## config.mk

```make
export PLATFORM = sky130hd
export DESIGN_NAME = edpc_check
export DESIGN_NICKNAME = d
export VERILOG_FILES = /design/src/edpc_pkg.sv /design/src/edpc_check.sv
export SDC_FILE = /design/constraint.sdc
export NUM_CORES = 1
export LEC_CHECK = 0
export BUFFER_PORTS_ARGS = -buffer_cell sky130_fd_sc_hd__buf_2
export CAP_MARGIN = 20
export CORE_AREA = 2 2 142 144
export CTS_CLUSTER_DIAMETER = 60
export DETAILED_ROUTE_END_ITERATION = 12
export DIE_AREA = 0 0 144 146
export GPL_ROUTABILITY_DRIVEN = 0
export RECOVER_POWER = 25
export SYNTH_ARGS = -nofsm -noshare
export SYNTH_HDL_FRONTEND = slang
export SYNTH_SLANG_ARGS = --single-unit
```

## constraint.sdc

```tcl
create_clock -name pclk -period 4.2 [get_ports pclk]
set_clock_uncertainty 0.05 [all_clocks]
set_input_delay 0.63 -clock pclk [delete_from_list [all_inputs] [get_ports pclk]]
set_output_delay 0.63 -clock pclk [all_outputs]
set_load 0.02 [all_outputs]
```

## src/edpc_pkg.sv

```systemverilog
// package: constants for the execute-disable page checker
package edpc_pkg;
	// register offsets (byte addresses)
	localparam logic [11:0] OFF_EFE_LO = 12'h000;
	localparam logic [11:0] OFF_EFE_HI = 12'h004;
	localparam logic [11:0] OFF_ID_EXT1 = 12'h008;
	localparam logic [11:0] OFF_ID_EXT8 = 12'h00C;
	localparam logic [11:0] OFF_STATUS = 12'h010;
	// extended feature enable fields
	localparam int SYSCALL_BIT = 0;
	localparam int LONG_EN_BIT = 8;
	localparam int LONG_ACT_BIT = 10;
	localparam int NOEXEC_EN_BIT = 11;
	localparam logic [31:0] EFE_RESET = 32'h0000_0000;
	// identification leaf bits
	localparam int ID_NOEXEC_BIT = 20;
	localparam int ID_LM_BIT = 29;
	// entry fields
	localparam int XD_BIT = 63;
	localparam int PS_BIT = 7;
	localparam int LARGE36_RSV_BIT = 21;
	localparam int LP_RSV_HI = 20;
	localparam int LP_RSV_LO = 13;
	localparam int EXT_LIMIT = 62;
	localparam int LONG_LIMIT = 51;
	localparam logic [63:0] PDPT_RSV_LOW = 64'h0000_0000_0000_01E6;
	localparam logic [7:0] PHYS_WIDTH_DEF = 8'h24;
	// paging modes
	typedef enum logic [1:0] {
		EDPC_MODE_PLAIN,
		EDPC_MODE_LARGE36,
		EDPC_MODE_EXT,
		EDPC_MODE_LONG
	} edpc_mode_e;
endpackage : edpc_pkg

```

## src/edpc_check.sv

```systemverilog
// file: execute-disable and reserved-bit page checker with APB registers
`timescale 1ns/1ps
`default_nettype none
// Behaviour
// RL1: no-execute pages fault on instruction fetch
// RL2: no-execute only in extended or long paging
// RL3: user/supervisor and write checks left untouched
// RL4: identification bit 20 reports no-execute support
// RL5: enable bit 11 turns enforcement on
// RL6: enable register present if bit 20/29
// RL7: enable write without feature gives protection fault
// RL8: enable register field layout 0,8,10,11
// RL9: bit 63 at any level blocks fetch
// RL10: each level's bit 63 judged independently
// RL11: legacy extended: directory and table, large directory
// RL12: reserved checks follow mode and address width
// RL13: choose 4M or plain mode from controls
// RL14: extension control selects extended mode always; code selects long mode instead when long_mode_active is set
// RL15: 4M directory checks bit 21 only
// RL16: extended mode reserved ranges with enable
// RL17: long mode reserved ranges with enable
// RL18: enable off makes bit 63 reserved
// RL19: check only on new translation buffer fill; code applies it to no-execute only, reserved check also runs on hits
// RL20: reserved bit set aborts with page fault
// RL21: enable bit zero after reset
module edpc_check #(
	parameter logic no_exec_supported = 1'b1,
	parameter logic long_mode_supported = 1'b1,
	parameter logic [7:0] phys_addr_width = edpc_pkg::PHYS_WIDTH_DEF
) (
	input wire logic pclk,
	input wire logic presetn,
	input wire logic psel,
	input wire logic penable,
	input wire logic pwrite,
	input wire logic [11:0] paddr,
	input wire logic [31:0] pwdata,
	input wire logic [3:0] pstrb,
	output logic pready,
	output logic [31:0] prdata,
	output logic pslverr,
	input wire logic phys_addr_extension,
	input wire logic page_size_extension,
	input wire logic walk_valid,
	input wire logic walk_fetch,
	input wire logic walk_buf_hit,
	input wire logic [3:0] walk_level_used,
	input wire logic walk_large_page,
	input wire logic [63:0] top_level_table_entry,
	input wire logic [63:0] pointer_table_entry,
	input wire logic [63:0] directory_entry,
	input wire logic [63:0] table_entry,
	output logic no_exec_enable,
	output logic long_mode_enable,
	output logic long_mode_active,
	output logic syscall_enable,
	output logic check_done,
	output logic page_fault,
	output logic fault_no_exec,
	output logic fault_reserved,
	output logic general_protection_fault
);
	edpc_pkg::edpc_mode_e mode;
	logic efe_present;
	logic apb_wr;
	logic apb_rd;
	logic addr_ok;
	logic [63:0] ext_mask;
	logic [63:0] long_mask;
	logic [63:0] low_lp_mask;
	logic [63:0] rsv_tle;
	logic [63:0] rsv_ptr;
	logic [63:0] rsv_de;
	logic [63:0] rsv_te;
	logic [3:0] xd_hit;
	logic [3:0] rsv_hit;
	logic chk_fetch;
	logic next_nx_fault;
	logic next_rsv_fault;
	logic [31:0] status;

	// feature bit 20 or 29 provides the register
	assign efe_present = no_exec_supported | long_mode_supported;
	assign apb_wr = psel & penable & pwrite;
	assign apb_rd = psel & penable & ~pwrite;
	assign addr_ok = (paddr == edpc_pkg::OFF_EFE_LO) | (paddr == edpc_pkg::OFF_EFE_HI) |
		(paddr == edpc_pkg::OFF_ID_EXT1) | (paddr == edpc_pkg::OFF_ID_EXT8) |
		(paddr == edpc_pkg::OFF_STATUS);
	assign pready = 1'b1;

	// RL13 RL14 mode selection
	always_comb begin
		if (long_mode_active) begin
			mode = edpc_pkg::EDPC_MODE_LONG;
		end else if (phys_addr_extension) begin
			mode = edpc_pkg::EDPC_MODE_EXT;
		end else if (page_size_extension) begin
			mode = edpc_pkg::EDPC_MODE_LARGE36;
		end else begin
			mode = edpc_pkg::EDPC_MODE_PLAIN;
		end
	end

	// RL12 masks from the physical address width
	always_comb begin
		ext_mask = '0;
		long_mask = '0;
		low_lp_mask = '0;
		for (int i = 0; i < 64; i++) begin
			if (i >= int'(phys_addr_width) && i <= edpc_pkg::EXT_LIMIT) begin
				ext_mask[i] = 1'b1;
			end
			if (i >= int'(phys_addr_width) && i <= edpc_pkg::LONG_LIMIT) begin
				long_mask[i] = 1'b1;
			end
			if (i >= edpc_pkg::LP_RSV_LO && i <= edpc_pkg::LP_RSV_HI) begin
				low_lp_mask[i] = 1'b1;
			end
		end
	end

	// reserved masks per level and mode
	always_comb begin
		rsv_tle = '0;
		rsv_ptr = '0;
		rsv_de = '0;
		rsv_te = '0;
		unique case (mode)
			edpc_pkg::EDPC_MODE_PLAIN: begin
				rsv_de = '0;
			end
			// RL15 only bit 21 of a 4M directory
			edpc_pkg::EDPC_MODE_LARGE36: begin
				rsv_de[edpc_pkg::LARGE36_RSV_BIT] = walk_large_page;
			end
			// RL16 extended-address reserved ranges
			edpc_pkg::EDPC_MODE_EXT: begin
				rsv_ptr = ext_mask | edpc_pkg::PDPT_RSV_LOW;
				rsv_ptr[edpc_pkg::XD_BIT] = 1'b1;
				rsv_de = ext_mask | (walk_large_page ? low_lp_mask : '0);
				rsv_te = ext_mask;
				// RL18 bit 63 reserved when disabled
				rsv_de[edpc_pkg::XD_BIT] = ~no_exec_enable;
				rsv_te[edpc_pkg::XD_BIT] = ~no_exec_enable;
			end
			// RL17 long mode reserved ranges
			edpc_pkg::EDPC_MODE_LONG: begin
				rsv_tle = long_mask;
				rsv_ptr = long_mask;
				rsv_de = long_mask | (walk_large_page ? low_lp_mask : '0);
				rsv_te = long_mask;
				// RL18 bit 63 reserved when disabled
				rsv_tle[edpc_pkg::XD_BIT] = ~no_exec_enable;
				rsv_ptr[edpc_pkg::XD_BIT] = ~no_exec_enable;
				rsv_de[edpc_pkg::XD_BIT] = ~no_exec_enable;
				rsv_te[edpc_pkg::XD_BIT] = ~no_exec_enable;
			end
		endcase
	end

	// RL10 RL11 per-level hits, large pages skip table level
	always_comb begin
		xd_hit[3] = top_level_table_entry[edpc_pkg::XD_BIT] & (mode == edpc_pkg::EDPC_MODE_LONG);
		xd_hit[2] = pointer_table_entry[edpc_pkg::XD_BIT] & (mode == edpc_pkg::EDPC_MODE_LONG);
		xd_hit[1] = directory_entry[edpc_pkg::XD_BIT];
		xd_hit[0] = table_entry[edpc_pkg::XD_BIT] & ~walk_large_page;
		rsv_hit[3] = |(top_level_table_entry & rsv_tle);
		rsv_hit[2] = |(pointer_table_entry & rsv_ptr);
		rsv_hit[1] = |(directory_entry & rsv_de);
		rsv_hit[0] = |(table_entry & rsv_te) & ~walk_large_page;
		xd_hit = xd_hit & walk_level_used;
		rsv_hit = rsv_hit & walk_level_used;
	end

	// RL19 check on fetch that fills the buffer
	assign chk_fetch = walk_valid & walk_fetch & ~walk_buf_hit;
	// RL1 RL2 RL9 no-execute fault only in extended modes
	assign next_nx_fault = chk_fetch & no_exec_enable & (|xd_hit) &
		((mode == edpc_pkg::EDPC_MODE_EXT) | (mode == edpc_pkg::EDPC_MODE_LONG));
	// RL20 reserved bit aborts the access
	assign next_rsv_fault = walk_valid & (|rsv_hit);

	// RL3 privilege checks live elsewhere; only adds faults
	always_ff @(posedge pclk or negedge presetn) begin
		if (!presetn) begin
			check_done <= 1'b0;
			page_fault <= 1'b0;
			fault_no_exec <= 1'b0;
			fault_reserved <= 1'b0;
		end else begin
			check_done <= walk_valid;
			page_fault <= next_nx_fault | next_rsv_fault;
			fault_no_exec <= next_nx_fault;
			fault_reserved <= next_rsv_fault;
		end
	end

	// RL5 RL8 RL21 enable register
	always_ff @(posedge pclk or negedge presetn) begin
		if (!presetn) begin
			syscall_enable <= edpc_pkg::EFE_RESET[edpc_pkg::SYSCALL_BIT];
			long_mode_enable <= edpc_pkg::EFE_RESET[edpc_pkg::LONG_EN_BIT];
			long_mode_active <= edpc_pkg::EFE_RESET[edpc_pkg::LONG_ACT_BIT];
			no_exec_enable <= edpc_pkg::EFE_RESET[edpc_pkg::NOEXEC_EN_BIT];
		end else if (apb_wr && paddr == edpc_pkg::OFF_EFE_LO && efe_present) begin
			// RL7 illegal enable write leaves the register unchanged
			if (!(pwdata[edpc_pkg::NOEXEC_EN_BIT] && !no_exec_supported)) begin
				if (pstrb[0]) begin
					syscall_enable <= pwdata[edpc_pkg::SYSCALL_BIT];
				end
				if (pstrb[1]) begin
					long_mode_enable <= pwdata[edpc_pkg::LONG_EN_BIT] & long_mode_supported;
					no_exec_enable <= pwdata[edpc_pkg::NOEXEC_EN_BIT];
				end
			end
		end else begin
			long_mode_active <= long_mode_enable & phys_addr_extension;
		end
	end

	// RL7 protection fault pulse
	always_ff @(posedge pclk or negedge presetn) begin
		if (!presetn) begin
			general_protection_fault <= 1'b0;
		end else begin
			general_protection_fault <= apb_wr & (paddr == edpc_pkg::OFF_EFE_LO) & pstrb[1] &
				pwdata[edpc_pkg::NOEXEC_EN_BIT] & ~no_exec_supported;
		end
	end

	assign status = {28'h0000000, fault_reserved, fault_no_exec, page_fault, check_done};
	assign pslverr = psel & penable & (~addr_ok | (apb_wr & (paddr != edpc_pkg::OFF_EFE_LO)) |
		(apb_wr & pstrb[1] & pwdata[edpc_pkg::NOEXEC_EN_BIT] & ~no_exec_supported));

	// RL4 RL6 read mux
	always_ff @(posedge pclk or negedge presetn) begin
		if (!presetn) begin
			prdata <= 32'h0000_0000;
		end else if (psel && !penable && !pwrite) begin
			prdata <= 32'h0000_0000;
			unique case (paddr)
				edpc_pkg::OFF_EFE_LO: begin
					prdata[edpc_pkg::SYSCALL_BIT] <= syscall_enable;
					prdata[edpc_pkg::LONG_EN_BIT] <= long_mode_enable;
					prdata[edpc_pkg::LONG_ACT_BIT] <= long_mode_active;
					prdata[edpc_pkg::NOEXEC_EN_BIT] <= no_exec_enable;
				end
				edpc_pkg::OFF_ID_EXT1: begin
					prdata[edpc_pkg::ID_NOEXEC_BIT] <= no_exec_supported;
					prdata[edpc_pkg::ID_LM_BIT] <= long_mode_supported;
				end
				edpc_pkg::OFF_ID_EXT8: begin
					prdata[7:0] <= phys_addr_width;
				end
				edpc_pkg::OFF_STATUS: begin
					prdata <= status;
				end
				default: begin
					prdata <= 32'h0000_0000;
				end
			endcase
		end
	end
endmodule : edpc_check
`default_nettype wire

```

==> impl_metrics.ini, run 1 <==
[status]
status = finished clean

[global_route]
grt_use_total_pct = 5.415
grt_use_met3_pct = 0.5265
overflow = 0
grt_pass1_wl_um = 8521
grt_util_met2_pct = 10.60
grt_max_degree = 18
met1_usage_pct = 6.272
busiest_layer = met2
antenna_found_initial = 0
grt_pass1_vias = 1622

[pwr]
netSwitchingPower_uw = 126.3
comb_power_share_pct = 26.2
power.leakage_uw = 0.001220
power.density_mw_per_mm2 = 198.7
power_frac_seq_pct = 34.9
ir_worst_vdd_mv = 0.1128
p_int_uw = 354.1
finalPower_uw = 480.4
swShare_pct = 26.29
clockPowerShare_pct = 38.9

[synthesis]
synth-main-ff-cell = dfrtp_1
synth_area_leaders = dfrtp_1 33%, buf_4 15%, nor4_1 13%
synthAdderAreaFrac_pct = 0.7744
yosys_warnings = 0
synth_mux_area_share_pct = 2.614
syn-mean-instance-area_sq_um = 8.617
syn_area_sq_mm = 0.001292
yosys.area_share.simple_pct = 29.62
synth_top_family_by_area = simple AND/OR/NAND/NOR gates
synth_compound_area_share_pct = 16.36
synth_edf_count = 0
async_flop_share_pct = 100.0
yosys.area_share.xor_xnor_pct = 0
synth_cell_types = 36
ys_seq_area_share_pct = 32.91
synth_cells = 150
synth_top_area_cell = dfrtp_1
ys_ff_latch = 17
synth_top_area_share_pct = 32.91

[sta]
post-route-period-util_pct = 57.59
rsz0062_at_grt = false
slew_violations = 0
hold_viol = 0
final-setup-viol-count = 0
tightest_slew_ps = 869.6
tns_ps = 0
fmax_mhz = 413.4
relSlewSlack_pct = 42.03
min_period_ps = 2419

[clock_network]
cts.hold.buffers_added = 0
cts_tree = built
clkTransAtPathRegs_ps = 50
cts_setup_buffers = 0
cts_made_buffers = 3
clk_latency_ps = 250
cts.sinks = 17
post_cts_resized = 0
clock_path_buffers = 2
h-tree-depth = 1
cts-root-buf = clkbuf_16

[finish]
stdcell_count = 580
final_cell_mix = 165 x buf_2, 26 x nor4_1, 24 x conb_1
fin_util_pct = 12.50
syn2layout_area_growth_pct = 87.03
post-route-cell-area_sq_mm = 0.002417
fin_nets = 635
antennaDiodeCount = 0
final_common_cell = buf_2
drive_gt1_share_pct = 55.56

[hold_path]
hp-class = reg2reg

[run]
maxCapViolCount = 0

[critical_path]
worstRegToRegCells = 5
endpoint = pslverr
r2r_setup_slack_ps = 2000
r2r-end = page_fault$_DFF_PN0_
path_class = in2out
worst-path-max-fanout = 3
cp.required_ps = 3520
cp.arrival_ps = 1740
cp-end-kind = primary output
worst_setup_path_start_kind = primary input
rr_startpoint = long_mode_active$_DFFE_PN0N_
critPathLaunch = paddr[3]

[floorplan]
die_w_um = 144
dieArea_sq_mm = 0.02102
fp.dieH_um = 146
start_util_pct = 6.685
num_rows = 51
design.core.area_sq_mm = 0.01933
ios = 362

[placed_design]
placed_area_sq_mm = 0.002338
io_buffer_count = 166
dp.cells = 576
hpwl_um = 5709

[routing]
num_vias = 1770
drc = 0
drt_wl_total_um = 6124
drtIter0Drc = 15
viasPerCell = 3.052
wl_per_cell_um = 10.56
ant_nets = 0
first_pass_iters = 4
-- cells in the mapped netlist (3+ instances only) --
cell type  instances
inv_1              6
mux2_2             3
o21ai_0            4
nand3_1            4
or4_1              3
nor3_1             4
buf_4             26
nand2_1           10
nor2_1             8
a22o_1             6
nor4_1            26
nand4_1            5
dfrtp_1           17
-- flip-flops by register name, summed over array words and instances (netlist names) --
register	count
syscall_enable	1
fault_no_exec	1
check_done	1
no_exec_enable	1
long_mode_active	1
long_mode_enable	1
prdata	9
fault_reserved	1
page_fault	1
-- worst min-delay path by stage --
stage | slack (ps) | cells past startpoint | from | end
floorplan | 280 | 0 | presetn | check_done$_DFF_PN0_
global placement | 430 | 2 | prdata[5]$_DFFE_PN0P_ | prdata[5]$_DFFE_PN0P_
detailed placement | 420 | 2 | prdata[5]$_DFFE_PN0P_ | prdata[5]$_DFFE_PN0P_
CTS | 260 | 1 | presetn | prdata[3]$_DFFE_PN0P_
global route | 470 | 2 | prdata[5]$_DFFE_PN0P_ | prdata[5]$_DFFE_PN0P_
finish | 420 | 2 | prdata[5]$_DFFE_PN0P_ | prdata[5]$_DFFE_PN0P_
-- power by group through the flow --
stage          clock (uW)  combinational (uW)  sequential, uW
3_3_place_gp            0                 127             170
4_1_cts               193                 129             167
6_report              187                 126             167
2_1_floorplan           0                55.7             172
5_1_grt               198                 140             167
3_5_place_dp            0                 128             170
-- logic make-up after synthesis --
| group | Yosys count |
|---|---|
| other | 2 |
| AO/OA/AOI/OAI | 26 |
| adder cells (fa/ha/maj) | 1 |
| flip-flops | 17 |
| AND/OR/NAND/NOR | 68 |
| buffers and inverters | 33 |
| multiplexers | 3 |
-- critical path, stage by stage --
cell and delay [ps]:
buf_2 110, nor2_1 190, inv_1 90, maj3_1 350, o211a_1 210, buf_2 150
-- per-layer routing --
layer	routed length [um]	vias up	share of wire, %
met5	0	-	0
met4	41	0	0.67
met3	588	5	9.6
met2	3097	134	51
met1	2396	768	39
li1	-	863	-
-- layout make-up --
type	instances	area (sq um)
clock buffer	3	75.07
inverter	6	22.52
multi-input combinational	122	728.2
sequential	17	425.4
fill	2231	16920
timing repair buffer	166	829.5
clock inverter	1	5.005
tap	265	331.6
-- per-stage QoR --
step / hold WS, ps / worst slack, ps
floorplan: 284.4 / 2060
global placement: 426.0 / 1697
finish: 425.0 / 1781
CTS: 255.0 / 1782
detailed placement: 415.8 / 1655
global route: 468.7 / 1731
No activity file was read; power rests on OpenSTA's default activity.
==> run 2: changes to the inputs <==
Settings changed: CORE_AREA 2 2 142 144 to 2 2 139 141, DIE_AREA 0 0 144 146 to 0 0 141 143.
Clock period 4.2 ns to 2.1 ns, I/O delays scaled along.
==> run 2 against run 1 <==
Critical path depth did not move. First-iteration DRC count grew 20%. Routed wire length up 9.5%. Die area fell by 4.1%. Worst setup slack got worse by 1400 ps. Power grew 100%. Register-to-register slack got worse by 1600 ps. Clock power grew 100%. Final area is 3.1% higher. Global-route usage grew 0.90 points. Non-clock buffer count up 15. Clock-buffer cell count is the same. Largest cell class unchanged.
==> impl_metrics.ini, run 2 (same netlist as run 1, synthesis figures left out) <==
[sta]
tns_ps = 0
tightest_slew_ps = 969.6
slew_violations = 0
relSlewSlack_pct = 35.36
final-setup-viol-count = 0
fmax_mhz = 567.4
hold_viol = 0
rsz0062_at_grt = false
post-route-period-util_pct = 83.93
min_period_ps = 1763

[routing]
wl_met3_um = 540
drt_wl_total_um = 6703
drc = 0
wl_met1_um = 2862
first_pass_iters = 4
ant_nets = 0
drtIter0Drc = 18
num_vias = 1808
viasPerCell = 3.206
maxUsedRoutingLayer = met4
wl_per_cell_um = 11.88
wl_met2_um = 3282

[finish]
post-route-cell-area_sq_mm = 0.002492
fin_nets = 650
drive_gt1_share_pct = 56.97
n_fill_cell = 2104
largest-register = prdata
final_cell_mix = 164 x buf_2, 26 x nor4_1, 24 x conb_1
final_common_cell = buf_2
antennaDiodeCount = 0
syn2layout_area_growth_pct = 92.84
fin_util_pct = 13.41
stdcell_count = 564
largest_reg_flops = 9

[critical_path]
worst-path-buf-inv = 3
path_class = in2out
cp_common_cell = buf_2
worst_setup_path_start_kind = primary input
cp_slowest_cell = maj3_1
cp_cell_sequence = buf_2 -> nor2_1 -> inv_1 -> maj3_1 -> o211a_1 -> buf_2
cpPeakStageDelay_ps = 350
worst-path-max-fanout = 3
cp.required_ps = 1740
crit_family = buffers and inverters
cp.arrival_ps = 1400
cp-end-kind = primary output

[clock_network]
clock_path_buffers = 2
h-tree-depth = 1
clkTransAtPathRegs_ps = 50
clk_latency_ps = 240
cts-root-buf = clkbuf_16
cts_made_buffers = 3
post_cts_resized = 0
cts.sinks = 17
cts_tree = built

[placed_design]
io_buffer_count = 166
hpwl_um = 6174
dp.cells = 559
placed_area_sq_mm = 0.002405

[pwr]
power_frac_seq_pct = 34.1
ir_worst_vdd_mv = 0.2499
power.leakage_uw = 0.001293
swShare_pct = 26.73
power.density_mw_per_mm2 = 393.8
finalPower_uw = 981.4
clockPowerShare_pct = 38.9
p_int_uw = 719.1
comb_power_share_pct = 27.0
netSwitchingPower_uw = 262.3

[floorplan]
fp.dieH_um = 143
dieArea_sq_mm = 0.02016
start_util_pct = 6.956
design.core.area_sq_mm = 0.01858
ios = 362
die_w_um = 141
num_rows = 50

[global_route]
grt_use_total_pct = 6.313
antenna_found_initial = 1
overflow = 0
grt_max_degree = 18
grt_pass1_vias = 1720
grt_pass1_wl_um = 9370

[hold_path]
hp-class = in2reg

[run]
maxCapViolCount = 0

[status]
status = finished clean
[run 2: stage by stage]
step	setup WS, ps	hold WS [ps]
floorplan	371.3	-30.59
global placement	82.40	214.4
detailed placement	76.83	221.5
CTS	333.3	161.8
global route	229.6	174.5
finish	337.5	175.7
[run 2: layout make-up]
type	instances	area [sq um]	area share, %
Clock inverter	1	5.005	0.2008
Sequential cell	17	425.4	17.07
Clock buffer	3	75.07	3.012
Inverter	6	22.52	0.9036
Timing Repair Buffer	181	943.4	37.85
Multi-Input combinational cell	122	728.2	29.22
Tap cell	234	292.8	11.75
[run 2: per-layer routing]
metal / vias to the layer above / track usage [%]
li1: 892 / -
met1: 777 / 7.558
met2: 137 / 11.94
met3: 2 / 1.174
met4: 0 / 0.9474
met5: - / 0
[run 2: path summary, 6_finish.rpt]
kind	startpoint	end	slack (ps)	cells after the start
hold reg to reg	prdata[5]$_DFFE_PN0P_	prdata[5]$_DFFE_PN0P_	420	2
hold / removal	walk_valid	check_done$_DFF_PN0_	180	1
setup reg to reg	long_mode_active$_DFFE_PN0N_	page_fault$_DFF_PN0_	440	6
setup / recovery	paddr[3]	pslverr	340	6
min in group asynchronous	presetn	prdata[20]$_DFFE_PN0P_	690	2
max in group asynchronous	presetn	prdata[10]$_DFFE_PN0P_	720	2
[run 2: worst register-to-register path: stages (launching register included)]
cell and delay, ps:
dfrtp_1 410, buf_4 200, o311a_1 290, o21ai_0 160
buf_4 140, a31o_2 190, a31oi_1 100
[run 2: what timing repair did]
item / in CTS / in global routing
endpoints found under the hold margin: 17 / 0
buffers inserted: 0 / 0
hold buffers: 1 / 0
[run 2: power groups by stage]
stage / Sequential [uW] / Clock (uW) / Combinational [uW]
3_3_place_gp: 340 / 0 / 265
3_5_place_dp: 340 / 0 / 268
6_report: 334 / 382 / 265
2_1_floorplan: 345 / 0 / 111
4_1_cts: 335 / 393 / 270
5_1_grt: 335 / 411 / 294
==> run 3: changes to the inputs <==
Settings changed: ABC_AREA from default to 1, CORE_AREA 2 2 139 141 to 2 2 141 143, DIE_AREA 0 0 141 143 to 0 0 143 145.
Clock period 2.1 ns to 1.6 ns, I/O delays scaled along.
==> run 3 against run 2 <==
Synthesized cell count grew 70%. Register-to-register slack got worse by 250 ps. Final area is 10% higher. Clock power up 33%. Clock-buffer cell count is the same. Sequential power increased by 33%. Final cell count increased by 23%. Critical path depth grew 2. Global-route usage increased by 0.059 points. Core utilization rose by 0.90 points. Critical endpoint unchanged. Die area is 2.8% higher. Worst setup slack worse by 220 ps.
==> impl_metrics.ini, run 3 <==
[status]
status = finished clean

[critical_path]
cp-end-kind = primary output
worst_setup_path_start_kind = primary input
rr_startpoint = long_mode_active$_DFFE_PN0N_
worstRegToRegCells = 10
cp_cell_sequence = buf_2 -> nor2_4 -> nand3_2 -> nor2_2 -> nand4_1 -> o31ai_1 -> a211oi_1 -> buf_2
worst-path-buf-inv = 2
cpPeakStageDelay_ps = 170
endpoint = pslverr
crit_family = simple AND/OR/NAND/NOR gates
cp_common_cell = buf_2
cp_slowest_cell = buf_2
cp.required_ps = 1310
crit_cells = 8
critPathLaunch = paddr[1]
r2r-end = page_fault$_DFF_PN0_
path_class = in2out
worst-path-max-fanout = 4
cp.arrival_ps = 1200
r2r_setup_slack_ps = 190

[global_route]
antenna_found_initial = 2
grt_use_total_pct = 6.372
grt_max_degree = 18
overflow = 0
grt_pass1_vias = 2028
grt_pass1_wl_um = 10210

[sta]
min_period_ps = 1485
fmax_mhz = 673.4
final-setup-viol-count = 0
slew_violations = 0
whs_ps = 161.5
setup_ws_ps = 114.9
post-route-period-util_pct = 92.82
hold_viol = 0

[synthesis]
synth_cell_types = 29
yosys_warnings = 0
async_flop_share_pct = 100.0
ys_seq_area_share_pct = 27.44
synth_edf_count = 0
synth_area_leaders = dfrtp_1 27%, nand2_1 17%, nor2_1 17%
synth-main-ff-cell = dfrtp_1
synth_top_area_cell = dfrtp_1
syn_area_sq_mm = 0.001550
synthTopCellsByCount = 71 x nand2_1, 71 x nor2_1, 25 x buf_4, 18 x inv_1, 17 x dfrtp_1
synth_cells = 255
synth_top_area_share_pct = 27.44
syn-mean-instance-area_sq_um = 6.079
ys_ff_latch = 17

[routing]
viasPerCell = 2.968
ant_nets = 0
drc = 0
drt_wl_total_um = 6637
num_vias = 2063
first_pass_iters = 4
wl_per_cell_um = 9.550
drtIter0Drc = 55

[clock_network]
clk_latency_ps = 250
h-tree-depth = 1
cts.sinks = 17
clkTransAtPathRegs_ps = 50
cts-root-buf = clkbuf_16
cts_made_buffers = 3
cts_tree = built
clock_path_buffers = 2

[floorplan]
start_util_pct = 8.071
num_rows = 51
die_w_um = 143
dieArea_sq_mm = 0.02074
ios = 362
fp.dieH_um = 145
design.core.area_sq_mm = 0.01921

[pwr]
power.leakage_uw = 0.001477
finalPower_uw = 1322
ir_worst_vdd_mv = 0.3741
power.density_mw_per_mm2 = 480.7

[finish]
final_common_cell = buf_2
syn2layout_area_growth_pct = 77.40
stdcell_count = 695
drive_gt1_share_pct = 43.59
largest_reg_flops = 9
fin_util_pct = 14.32
largest-register = prdata
fin_nets = 749
final_cell_mix = 164 x buf_2, 71 x nor2_1, 70 x nand2_1

[placed_design]
io_buffer_count = 166
hpwl_um = 6123
dp_slack_ps = 86.63
dp.cells = 688

[hold_path]
hp-class = in2reg

[run]
maxCapViolCount = 0
[run 3: timing repair]
item,in CTS,in global routing
setup buffers,0,1
gates resized for setup,0,4
hold buffers,1,0
hold endpoints to repair,17,0
setup endpoints to repair,0,3
[run 3: metal layers]
layer | GRT usage, % | wire length (um) | share of wire, %
met3 | 1.881 | 564 | 8.5
met4 | 1.386 | 41 | 0.62
met5 | 0 | 13 | 0.20
met1 | 7.650 | 2841 | 43
met2 | 11.12 | 3175 | 48
[run 3: worst min path at each step]
stage / slack, ps / start / cells past startpoint / end
3_5_place_dp: 170 / presetn / 1 / prdata[3]$_DFFE_PN0P_
2_1_floorplan: -110 / presetn / 0 / check_done$_DFF_PN0_
4_1_cts: 130 / walk_valid / 1 / check_done$_DFF_PN0_
5_1_grt: 170 / walk_valid / 1 / check_done$_DFF_PN0_
6_report: 160 / walk_valid / 1 / check_done$_DFF_PN0_
3_3_place_gp: 140 / presetn / 1 / prdata[1]$_DFFE_PN0P_
[run 3: metrics by stage]
stage | cell area, sq um | setup TNS [ps]
2_1_floorplan | 1633 | 0
3_3_place_gp | 2648 | 0
3_5_place_dp | 2648 | 0
4_1_cts | 2738 | 0
5_1_grt | 2748 | -14.38
6_report | 2750 | 0
[run 3: report_power, final]
part	switching, uW	leakage [uW]	internal (uW)
Combinational	196	0.00121	175
Clock	172	0.0000409	335
Sequential	4.67	0.000229	439
[run 3: cell families (layout without fill, tap and decap cells)]
| family | count (synthesis) | after routing | synth area share (%) |
|---|---|---|---|
| buf+inv | 45 | 197 | 17.03 |
| other cells | 2 | 25 | 0.4844 |
| flops | 17 | 17 | 27.44 |
| compound gates | 17 | 17 | 6.941 |
| simple gates | 174 | 174 | 48.10 |
[run 3: worst register-to-register path: stages (launching register included)]
cell and delay (ps):
dfrtp_2 440, inv_1 90, buf_4 150, nand2_1 70, nand2_1 80, nand2_1 70
nand2_1 50, nor2_1 80, nand2_1 60, nand2_1 110, nand2_1 60
[run 3: cell type report]
class / count / area (sq um)
diodes: 1 / 2.502
well taps: 265 / 331.6
clock inverters: 1 / 5.005
multi-input cells: 215 / 949.7
fillers: 2233 / 16460
clock buffers: 3 / 75.07
repair buffers: 174 / 888.4
inverters: 19 / 71.32
flip-flops and latches: 17 / 426.7
